$ cat src/shared/egp_consts.vh
// register indices, field codes and reset values of the eight-pad port
`ifndef EGP_CONSTS_VH
`define EGP_CONSTS_VH
`define EGP_NPADS          8
`define EGP_ADDR_W         18
`define EGP_IDX_LEVEL      16'hF2DE
`define EGP_IDX_DIR        16'hF2DF
`define EGP_IDX_DRV_LO     16'hF2E0
`define EGP_IDX_DRV_HI     16'hF2E1
`define EGP_IDX_FUN_LO     16'hF2E2
`define EGP_IDX_FUN_HI     16'hF2E3
`define EGP_RST_BYTE       8'h00
`define EGP_DIR_OUT        1'b0
`define EGP_DIR_IN         1'b1
`define EGP_DRV_HIZ        2'b00
`define EGP_DRV_HI_OD      2'b01
`define EGP_DRV_LO_OD      2'b10
`define EGP_DRV_PUSH       2'b11
`define EGP_FUN_GPIO       2'b00
`define EGP_FUN_SECOND     2'b01
`define EGP_FUN_THIRD      2'b10
`define EGP_FUN_UNUSED     2'b11
`define EGP_NO_SECOND_MASK 8'h0C
`endif

$ cat src/core/egp_pad_cell.v
// combinational drive and termination decode for one pad
`default_nettype none
`include "egp_consts.vh"
module egp_pad_cell (
    input  wire       dir_in,
    input  wire [1:0] drv_sel,
    input  wire       code_bad,
    input  wire       out_val,
    output reg        pad_o,
    output reg        pad_oe,
    output reg        pull_up,
    output reg        pull_dn
);
    always @* begin
        pad_o   = 1'b0;
        pad_oe  = 1'b0;
        pull_up = 1'b0;
        pull_dn = 1'b0;
        if (dir_in == `EGP_DIR_IN) begin
            // 00 and 11 both float the input
            pull_dn = (drv_sel == `EGP_DRV_HI_OD);
            pull_up = (drv_sel == `EGP_DRV_LO_OD);
        end else if (code_bad) begin
            // unusable code: data ignored, low-side styles hold the pad low
            pad_oe = drv_sel[1];
        end else begin
            case (drv_sel)
                `EGP_DRV_HI_OD: begin
                    pad_o  = 1'b1;
                    pad_oe = out_val;
                end
                `EGP_DRV_LO_OD: begin
                    pad_oe = ~out_val;
                end
                `EGP_DRV_PUSH: begin
                    pad_o  = out_val;
                    pad_oe = 1'b1;
                end
                default: begin
                    pad_oe = 1'b0;
                end
            endcase
        end
    end
endmodule // egp_pad_cell
`default_nettype wire

$ cat src/core/egp_port.v
// eight-pad general-purpose port with drive, pull and alternate-function muxing
//
// The APB interface to the registers was decided locally.
`default_nettype none
`include "egp_consts.vh"
module egp_port (
    input  wire        core_clk,
    input  wire        sys_rst,
    input  wire        psel,
    input  wire        penable,
    input  wire        pwrite,
    input  wire [17:0] paddr,
    input  wire [31:0] pwdata,
    input  wire [3:0]  pstrb,
    output reg  [31:0] prdata,
    output reg         pready,
    output reg         pslverr,
    input  wire [7:0]  pad_in,
    output reg  [7:0]  pad_out,
    output reg  [7:0]  pad_oe,
    output reg  [7:0]  pad_pull_up,
    output reg  [7:0]  pad_pull_dn,
    input  wire        i2c_sda_o,
    input  wire        i2c_scl_o,
    input  wire        sync_serial_clk_o,
    input  wire        sync_serial_out,
    input  wire        uart_a_tx,
    input  wire        uart_b_tx,
    input  wire        pwm_ch_four,
    input  wire        pwm_ch_five,
    output reg         i2c_sda_i,
    output reg         i2c_scl_i,
    output reg         sync_serial_clk_i,
    output reg         sync_serial_in,
    output reg         uart_a_rx,
    output reg         uart_b_rx
);
    reg  [7:0]  level_q;
    reg  [7:0]  dir_q;
    reg  [7:0]  drv_lo_q;
    reg  [7:0]  drv_hi_q;
    reg  [7:0]  fun_lo_q;
    reg  [7:0]  fun_hi_q;
    reg  [7:0]  sync1_q;
    reg  [7:0]  sync2_q;
    reg  [7:0]  sync3_q;
    reg  [7:0]  pin_q;
    reg  [7:0]  alt_val;
    reg  [7:0]  rd_byte;
    reg  [31:0] rd_d;
    reg         hit;
    wire [15:0] idx;
    wire        acc_first;
    wire        wr_take;
    wire [7:0]  alt_on;
    wire [7:0]  code_bad;
    wire [7:0]  cell_o;
    wire [7:0]  cell_oe;
    wire [7:0]  cell_pu;
    wire [7:0]  cell_pd;
    wire [7:0]  level_rd;
    wire [7:0]  sel_second;
    wire [7:0]  sel_third;
    wire [7:0]  sync_agree;

    // pads without a secondary function: code 01 is unusable there
    localparam [7:0] NO_SECOND = `EGP_NO_SECOND_MASK;

    // register offsets are word indices; byte address is four times that
    assign idx       = paddr[17:2];
    assign acc_first = psel & penable & ~pready;
    assign wr_take   = psel & penable & pready & pwrite & ~pslverr;

    // input-mode pads read the synchronised pin, output pads the stored bit
    assign level_rd = (dir_q & pin_q) | (~dir_q & level_q);

    // per-pad function code decode shared by the peripheral input routing
    assign sel_second = fun_lo_q & ~fun_hi_q;
    assign sel_third  = fun_hi_q & ~fun_lo_q;

    always @* begin
        hit     = 1'b1;
        rd_byte = 8'h00;
        rd_d    = 32'h0000_0000;
        case (idx)
            `EGP_IDX_LEVEL: begin
                rd_byte = level_rd;
            end
            `EGP_IDX_DIR: begin
                rd_byte = dir_q;
            end
            `EGP_IDX_DRV_LO: begin
                rd_d[15:8] = drv_hi_q;
                rd_byte    = drv_lo_q;
            end
            `EGP_IDX_DRV_HI: begin
                rd_byte = drv_hi_q;
            end
            `EGP_IDX_FUN_LO: begin
                rd_d[15:8] = fun_hi_q;
                rd_byte    = fun_lo_q;
            end
            `EGP_IDX_FUN_HI: begin
                rd_byte = fun_hi_q;
            end
            default: begin
                hit = 1'b0;
            end
        endcase
        rd_d[7:0] = rd_byte;
    end

    // one wait state: data and status are registered at the same edge that raises pready
    always @(posedge core_clk) begin
        if (sys_rst) begin
            pready  <= 1'b0;
            pslverr <= 1'b0;
            prdata  <= 32'h0000_0000;
        end else begin
            pready <= acc_first;
            if (acc_first) begin
                pslverr <= ~hit;
                prdata  <= (pwrite | ~hit) ? 32'h0000_0000 : rd_d;
            end else begin
                pslverr <= 1'b0;
                prdata  <= 32'h0000_0000;
            end
        end
    end

    // writes land only at the completing edge; lane 1 at a low index is the word's upper byte
    always @(posedge core_clk) begin
        if (sys_rst) begin
            level_q  <= `EGP_RST_BYTE;
            dir_q    <= `EGP_RST_BYTE;
            drv_lo_q <= `EGP_RST_BYTE;
            drv_hi_q <= `EGP_RST_BYTE;
            fun_lo_q <= `EGP_RST_BYTE;
            fun_hi_q <= `EGP_RST_BYTE;
        end else if (wr_take) begin
            case (idx)
                `EGP_IDX_LEVEL: begin
                    if (pstrb[0]) level_q <= pwdata[7:0];
                end
                `EGP_IDX_DIR: begin
                    if (pstrb[0]) dir_q <= pwdata[7:0];
                end
                `EGP_IDX_DRV_LO: begin
                    if (pstrb[0]) drv_lo_q <= pwdata[7:0];
                    if (pstrb[1]) drv_hi_q <= pwdata[15:8];
                end
                `EGP_IDX_DRV_HI: begin
                    if (pstrb[0]) drv_hi_q <= pwdata[7:0];
                end
                `EGP_IDX_FUN_LO: begin
                    if (pstrb[0]) fun_lo_q <= pwdata[7:0];
                    if (pstrb[1]) fun_hi_q <= pwdata[15:8];
                end
                `EGP_IDX_FUN_HI: begin
                    if (pstrb[0]) fun_hi_q <= pwdata[7:0];
                end
                default: begin
                    level_q <= level_q;
                end
            endcase
        end
    end

    // three-stage synchroniser; the filtered level moves only when stages two and three agree
    assign sync_agree = ~(sync2_q ^ sync3_q);

    always @(posedge core_clk) begin
        if (sys_rst) begin
            sync1_q <= 8'h00;
            sync2_q <= 8'h00;
            sync3_q <= 8'h00;
            pin_q   <= 8'h00;
        end else begin
            sync1_q <= pad_in;
            sync2_q <= sync1_q;
            sync3_q <= sync2_q;
            pin_q   <= (sync_agree & sync2_q) | (~sync_agree & pin_q);
        end
    end

    // alternate output sources per pad; inputs-only functions leave the level bit in place
    always @* begin
        alt_val = level_q;
        alt_val[0] = fun_lo_q[0] ? i2c_sda_o : level_q[0];
        alt_val[1] = fun_lo_q[1] ? i2c_scl_o : sync_serial_clk_o;
        alt_val[2] = sync_serial_out;
        alt_val[3] = pwm_ch_five;
        alt_val[4] = level_q[4];
        alt_val[5] = fun_lo_q[5] ? uart_b_tx : sync_serial_clk_o;
        alt_val[6] = fun_lo_q[6] ? level_q[6] : sync_serial_out;
        alt_val[7] = fun_lo_q[7] ? uart_a_tx : pwm_ch_four;
    end

    genvar g;
    generate
        for (g = 0; g < `EGP_NPADS; g = g + 1) begin : g_pad
            // 11 is unusable everywhere, 01 also on pads without a secondary
            assign code_bad[g] = (fun_hi_q[g] & fun_lo_q[g]) |
                                 (~fun_hi_q[g] & fun_lo_q[g] & NO_SECOND[g]);
            assign alt_on[g]   = fun_hi_q[g] | fun_lo_q[g];
            egp_pad_cell egp_pad_cell_i (
                .dir_in   (dir_q[g]),
                .drv_sel  ({drv_hi_q[g], drv_lo_q[g]}),
                .code_bad (code_bad[g]),
                .out_val  (alt_on[g] ? alt_val[g] : level_q[g]),
                .pad_o    (cell_o[g]),
                .pad_oe   (cell_oe[g]),
                .pull_up  (cell_pu[g]),
                .pull_dn  (cell_pd[g])
            );
        end
    endgenerate

    // pad outputs registered: one cycle of latency after any register write
    always @(posedge core_clk) begin
        if (sys_rst) begin
            pad_out     <= 8'h00;
            pad_oe      <= 8'h00;
            pad_pull_up <= 8'h00;
            pad_pull_dn <= 8'h00;
        end else begin
            pad_out     <= cell_o;
            pad_oe      <= cell_oe;
            pad_pull_up <= cell_pu;
            pad_pull_dn <= cell_pd;
        end
    end

    // peripheral inputs idle high when no pad routes them, so no receiver sees a false start
    always @(posedge core_clk) begin
        if (sys_rst) begin
            i2c_sda_i         <= 1'b1;
            i2c_scl_i         <= 1'b1;
            sync_serial_clk_i <= 1'b1;
            sync_serial_in    <= 1'b1;
            uart_a_rx         <= 1'b1;
            uart_b_rx         <= 1'b1;
        end else begin
            // bus lines read the pad back in either direction, as open-drain signalling needs
            if (sel_second[0]) begin
                i2c_sda_i <= pin_q[0];
            end else begin
                i2c_sda_i <= 1'b1;
            end
            if (sel_second[1]) begin
                i2c_scl_i <= pin_q[1];
            end else begin
                i2c_scl_i <= 1'b1;
            end
            if (sel_third[1]) begin
                sync_serial_clk_i <= pin_q[1];
            end else if (sel_third[5]) begin
                sync_serial_clk_i <= pin_q[5];
            end else begin
                sync_serial_clk_i <= 1'b1;
            end
            // pad 0 wins if both serial-input pads are selected
            if (sel_third[0]) begin
                sync_serial_in <= pin_q[0];
            end else if (sel_third[4]) begin
                sync_serial_in <= pin_q[4];
            end else begin
                sync_serial_in <= 1'b1;
            end
            if (sel_second[4]) begin
                uart_b_rx <= pin_q[4];
            end else begin
                uart_b_rx <= 1'b1;
            end
            if (sel_second[6]) begin
                uart_a_rx <= pin_q[6];
            end else begin
                uart_a_rx <= 1'b1;
            end
        end
    end
endmodule // egp_port
`default_nettype wire

$ cat config.mk
export PLATFORM = sky130hd
export DESIGN_NAME = egp_port
export DESIGN_NICKNAME = d
export VERILOG_FILES = /design/src/core/egp_pad_cell.v /design/src/core/egp_port.v
export VERILOG_INCLUDE_DIRS = /design/src /design/src/shared
export SDC_FILE = /design/constraint.sdc
export NUM_CORES = 1
export LEC_CHECK = 0
export BUFFER_PORTS_ARGS = -buffer_cell sky130_fd_sc_hd__buf_2
export CAP_MARGIN = 20
export CELL_PAD_IN_SITES_DETAIL_PLACEMENT = 1
export CELL_PAD_IN_SITES_GLOBAL_PLACEMENT = 2
export CORE_ASPECT_RATIO = 0.75
export CORE_MARGIN = 2
export CORE_UTILIZATION = 32
export CTS_CLUSTER_DIAMETER = 200
export CTS_CLUSTER_SIZE = 40
export DETAILED_ROUTE_END_ITERATION = 10
export PLACE_DENSITY_LB_ADDON = 0.1
export REMOVE_ABC_BUFFERS = 1
export SKIP_LAST_GASP = 1
export SLEW_MARGIN = 20
export SYNTH_ARGS = -nofsm -noshare
export SYNTH_HDL_FRONTEND = slang
export SYNTH_SLANG_ARGS = --single-unit
$ cat constraint.sdc
create_clock -name core_clk -period 1.95 [get_ports core_clk]
set_input_delay 0 -clock core_clk [delete_from_list [all_inputs] [get_ports core_clk]]
set_output_delay 0 -clock core_clk [all_outputs]
set_load 0.05 [all_outputs]
==> impl_metrics.json <==
{
  "synth-edff-count": 0,
  "place_ws_ns": 0.129,
  "yosysUniqueCellTypes": 46,
  "switching_share_pct": 22.2,
  "cp_num_cells": 7,
  "p_leak_nw": 3.11,
  "stdcell_count": 990,
  "cp_num_buf_inv": 3,
  "ir_drop_mv": 0.500,
  "io_buffers": 110,
  "nets": 810,
  "wl_um": 17300,
  "postSynthAreaPerCell_um2": 10.0,
  "vias_per_cell": 4.92,
  "area_growth_pct": 33.7,
  "grt_pass1_wl_um": 27600,
  "synthArstFlopShare_pct": 0,
  "worst_hold_slack_ns": 0.0355,
  "antenna_cells": 0,
  "synth.yosys.seq_area_share_pct": 47.4,
  "gr-usage-all-layers_pct": 18.7,
  "hold_depth": 5,
  "cpMaxStageDelayCell": "or4b_4",
  "dieArea_mm2": 0.0191,
  "cts_tree": "yes",
  "slew_viol_final": 0,
  "drcViolationCount": 0,
  "clk_latency_ns": 0.43,
  "register_area_mm2": 0.00272,
  "combPwrFrac_pct": 5.8,
  "grt_max_degree": 88,
  "p_seq_share_pct": 42.3,
  "synth_warnings": 0,
  "totalPowerFinal_mw": 6.64,
  "status": "completed",
  "worstPathRequired_ns": 2.25,
  "clkSinkCount": 136,
  "ff2ff_path_depth": 4,
  "hpwlAfterDp_um": 11600,
  "clock_power_share_pct": 51.9,
  "nFillCells": 1992,
  "period_needed_ns": 1.81,
  "start_kind": "input port",
  "antenna_found_initial": 0,
  "finClkSkew_ns": 0.00628,
  "cp_max_fo": 9,
  "multi_input_area_mm2": 0.00283,
  "htreeDepth": 4,
  "dieHeight_um": 120,
  "grt_setup_unrepaired": "no",
  "ys.flop_type": "dfxtp_1",
  "maxCapViolations": 0,
  "hold_class": "input port to flop",
  "intPower_mw": 5.17,
  "postSynthRegisterBits": 136,
  "switching_power_mw": 1.48,
  "drive_gt1_share_pct": 27.0,
  "clock.fmax_mhz": 553,
  "core_area_mm2": 0.0176,
  "vias": 4873,
  "cts_root_buf": "clkbuf_16",
  "hold_viol_final": 0,
  "die_width_um": 159,
  "worstSetupPathType": "input port to flop",
  "critical_path.top_delay_family": "simple AND/OR/NAND/NOR gates",
  "fin_ws_ns": 0.142,
  "drtIter0Drc": 205,
  "path_cells": "buf_2 -> or4b_4 -> nor4_4 -> buf_12 -> mux2i_1 -> dlygate4sd3_1 -> a211oi_2",
  "wl_per_cell_um": 17.5,
  "endpoint_kind": "flop",
  "start_util_pct": 32.7,
  "rows": 42,
  "numCtsBuffers": 17,
  "power_density_mw_per_mm2": 865,
  "ctsLongestPathBuffers": 2,
  "dp.cells": 923,
  "grt_pass1_vias": 5089,
  "clk_pin_slew_ns": 0.06,
  "gr-total-overflow": 0,
  "cpPeakStageDelay_ns": 0.63,
  "drtPass1Iterations": 4,
  "antenna_left": 0,
  "netlist_area_mm2": 0.00575,
  "fin_crit_sh_pct": 92.7,
  "setup_violations": 0,
  "synth_cells": 572,
  "cp.arrival_ns": 2.11,
  "pin_count": 147,
  "gp_congestion": 0.767
}
-- power groups by stage --
stage | registers (mW) | logic, mW | clock network (mW)
after floorplan | 2.87 | 0.154 | 0
after global placement | 2.87 | 0.327 | 0
after detailed placement | 2.87 | 0.334 | 0
after CTS | 2.81 | 0.388 | 3.55
after global routing | 2.81 | 0.419 | 3.67
final | 2.81 | 0.388 | 3.45
-- metrics by stage --
step / setup TNS, ns / area [µm²] / util, %
floorplan: -78.54 / 5550 / -
global placement: 0 / 6700 / 38.1
detailed placement: 0 / 6700 / 38.1
CTS: 0 / 7680 / 43.6
global route: 0 / 7680 / 43.6
finish: 0 / 7680 / 43.6
-- worst min-delay path: cells and delay by family --
kind | cells | cell delay, ns
buf+inv | 2 | 0.16
simple gates | 1 | 0.06
compound gates | 2 | 0.21
-- cells in the final DEF, fill, tap and decap left out, drive strengths merged, types with 3 or more instances in the layout --
| cell type | instances |
|---|---|
| nor4 | 15 |
| and4 | 10 |
| and2 | 3 |
| dlygate4sd3 | 35 |
| nand2 | 15 |
| clkbuf | 21 |
| nor2b | 26 |
| mux2i | 71 |
| a31oi | 10 |
| clkinvlp | 3 |
| conb | 16 |
| buf | 141 |
| o21ai | 29 |
| mux2 | 8 |
| nor2 | 8 |
| nand3b | 3 |
| nor4b | 4 |
| nor3b | 16 |
| bufinv | 4 |
| nor3 | 21 |
| nand3 | 4 |
| nand4b | 3 |
| a211oi | 9 |
| nand4 | 5 |
| clkinv | 3 |
| or4b | 6 |
| a22oi | 14 |
| nand2b | 51 |
| dfxtp | 136 |
| a21oi | 35 |
| inv | 7 |
-- sequential cells by signal, indices dropped and copies added (netlist names), named ones only --
signal / flops
sync1_q: 8
sync_serial_clk_i: 1
pad_out: 8
fun_lo_q: 8
drv_lo_q: 8
i2c_scl_i: 1
uart_b_rx: 1
pad_pull_up: 8
sync2_q: 8
pslverr: 1
uart_a_rx: 1
i2c_sda_i: 1
drv_hi_q: 8
level_q: 8
pready: 1
fun_hi_q: 8
pad_oe: 8
prdata: 16
dir_q: 8
sync_serial_in: 1
sync3_q: 8
pad_pull_dn: 8
-- worst paths after layout --
check                                   to                   from  slack [ns]
hold / removal       pad_out[0]$_SDFF_PP0_              i2c_sda_o        0.04
setup reg to reg      prdata[9]$_SDFF_PP0_      pready$_SDFF_PP0_        0.24
setup / recovery  fun_hi_q[6]$_SDFFE_PP0P_              paddr[10]        0.14
hold reg to reg      sync2_q[2]$_SDFF_PP0_  sync1_q[2]$_SDFF_PP0_        0.44
-- what timing repair did --
action                                 4_1_cts  5_1_grt
endpoints found under the hold margin       53        0
setup buffers                                0        0
setup endpoints to repair                    0        2
resized for setup                            0        1
hold buffers                                35        0
-- kinds of logic (layout without fill, tap and decap cells) --
family / Yosys count / count (layout) / share of synthesized area (%)
multiplexers: 79 / 79 / 13.9
AO/OA/AOI/OAI: 108 / 108 / 11.9
AND/OR/NAND/NOR: 195 / 195 / 21.9
flip-flops: 136 / 136 / 47.4
other: 1 / 16 / 0.0652
buffers and inverters: 53 / 214 / 4.81
-- routing by layer --
layer	track usage, %	share of wire (%)	vias up
met2	31.1	47	96
met1	24.1	48	2376
met4	5.85	1.2	0
met5	0	0	-
li1	-	-	2386
met3	4.56	3.8	15
-- synthesized netlist by cell type (all sizes together) (14+ instances only) --
library cell	number	share of area, %
dfxtp	136	47
o21ai	29	2.5
a22oi	14	1.8
nand2b	51	5.6
a21oi	35	3.0
nor2b	26	2.8
nor4	15	2.0
mux2i	71	12
nand2	15	0.98
buf	23	2.9
nor3	21	1.8
clkbuf	24	1.6
nor3b	16	2.1
-- final cells by class --
cell class	count	share of cell area, %
tap	242	3.94
timing repair buffer	176	15.2
clock inverter	11	2.21
multi-input combinational	398	36.9
inverter	6	0.293
clock buffer	21	5.99
sequential	136	35.4
No activity file was read; power rests on OpenSTA's default activity.
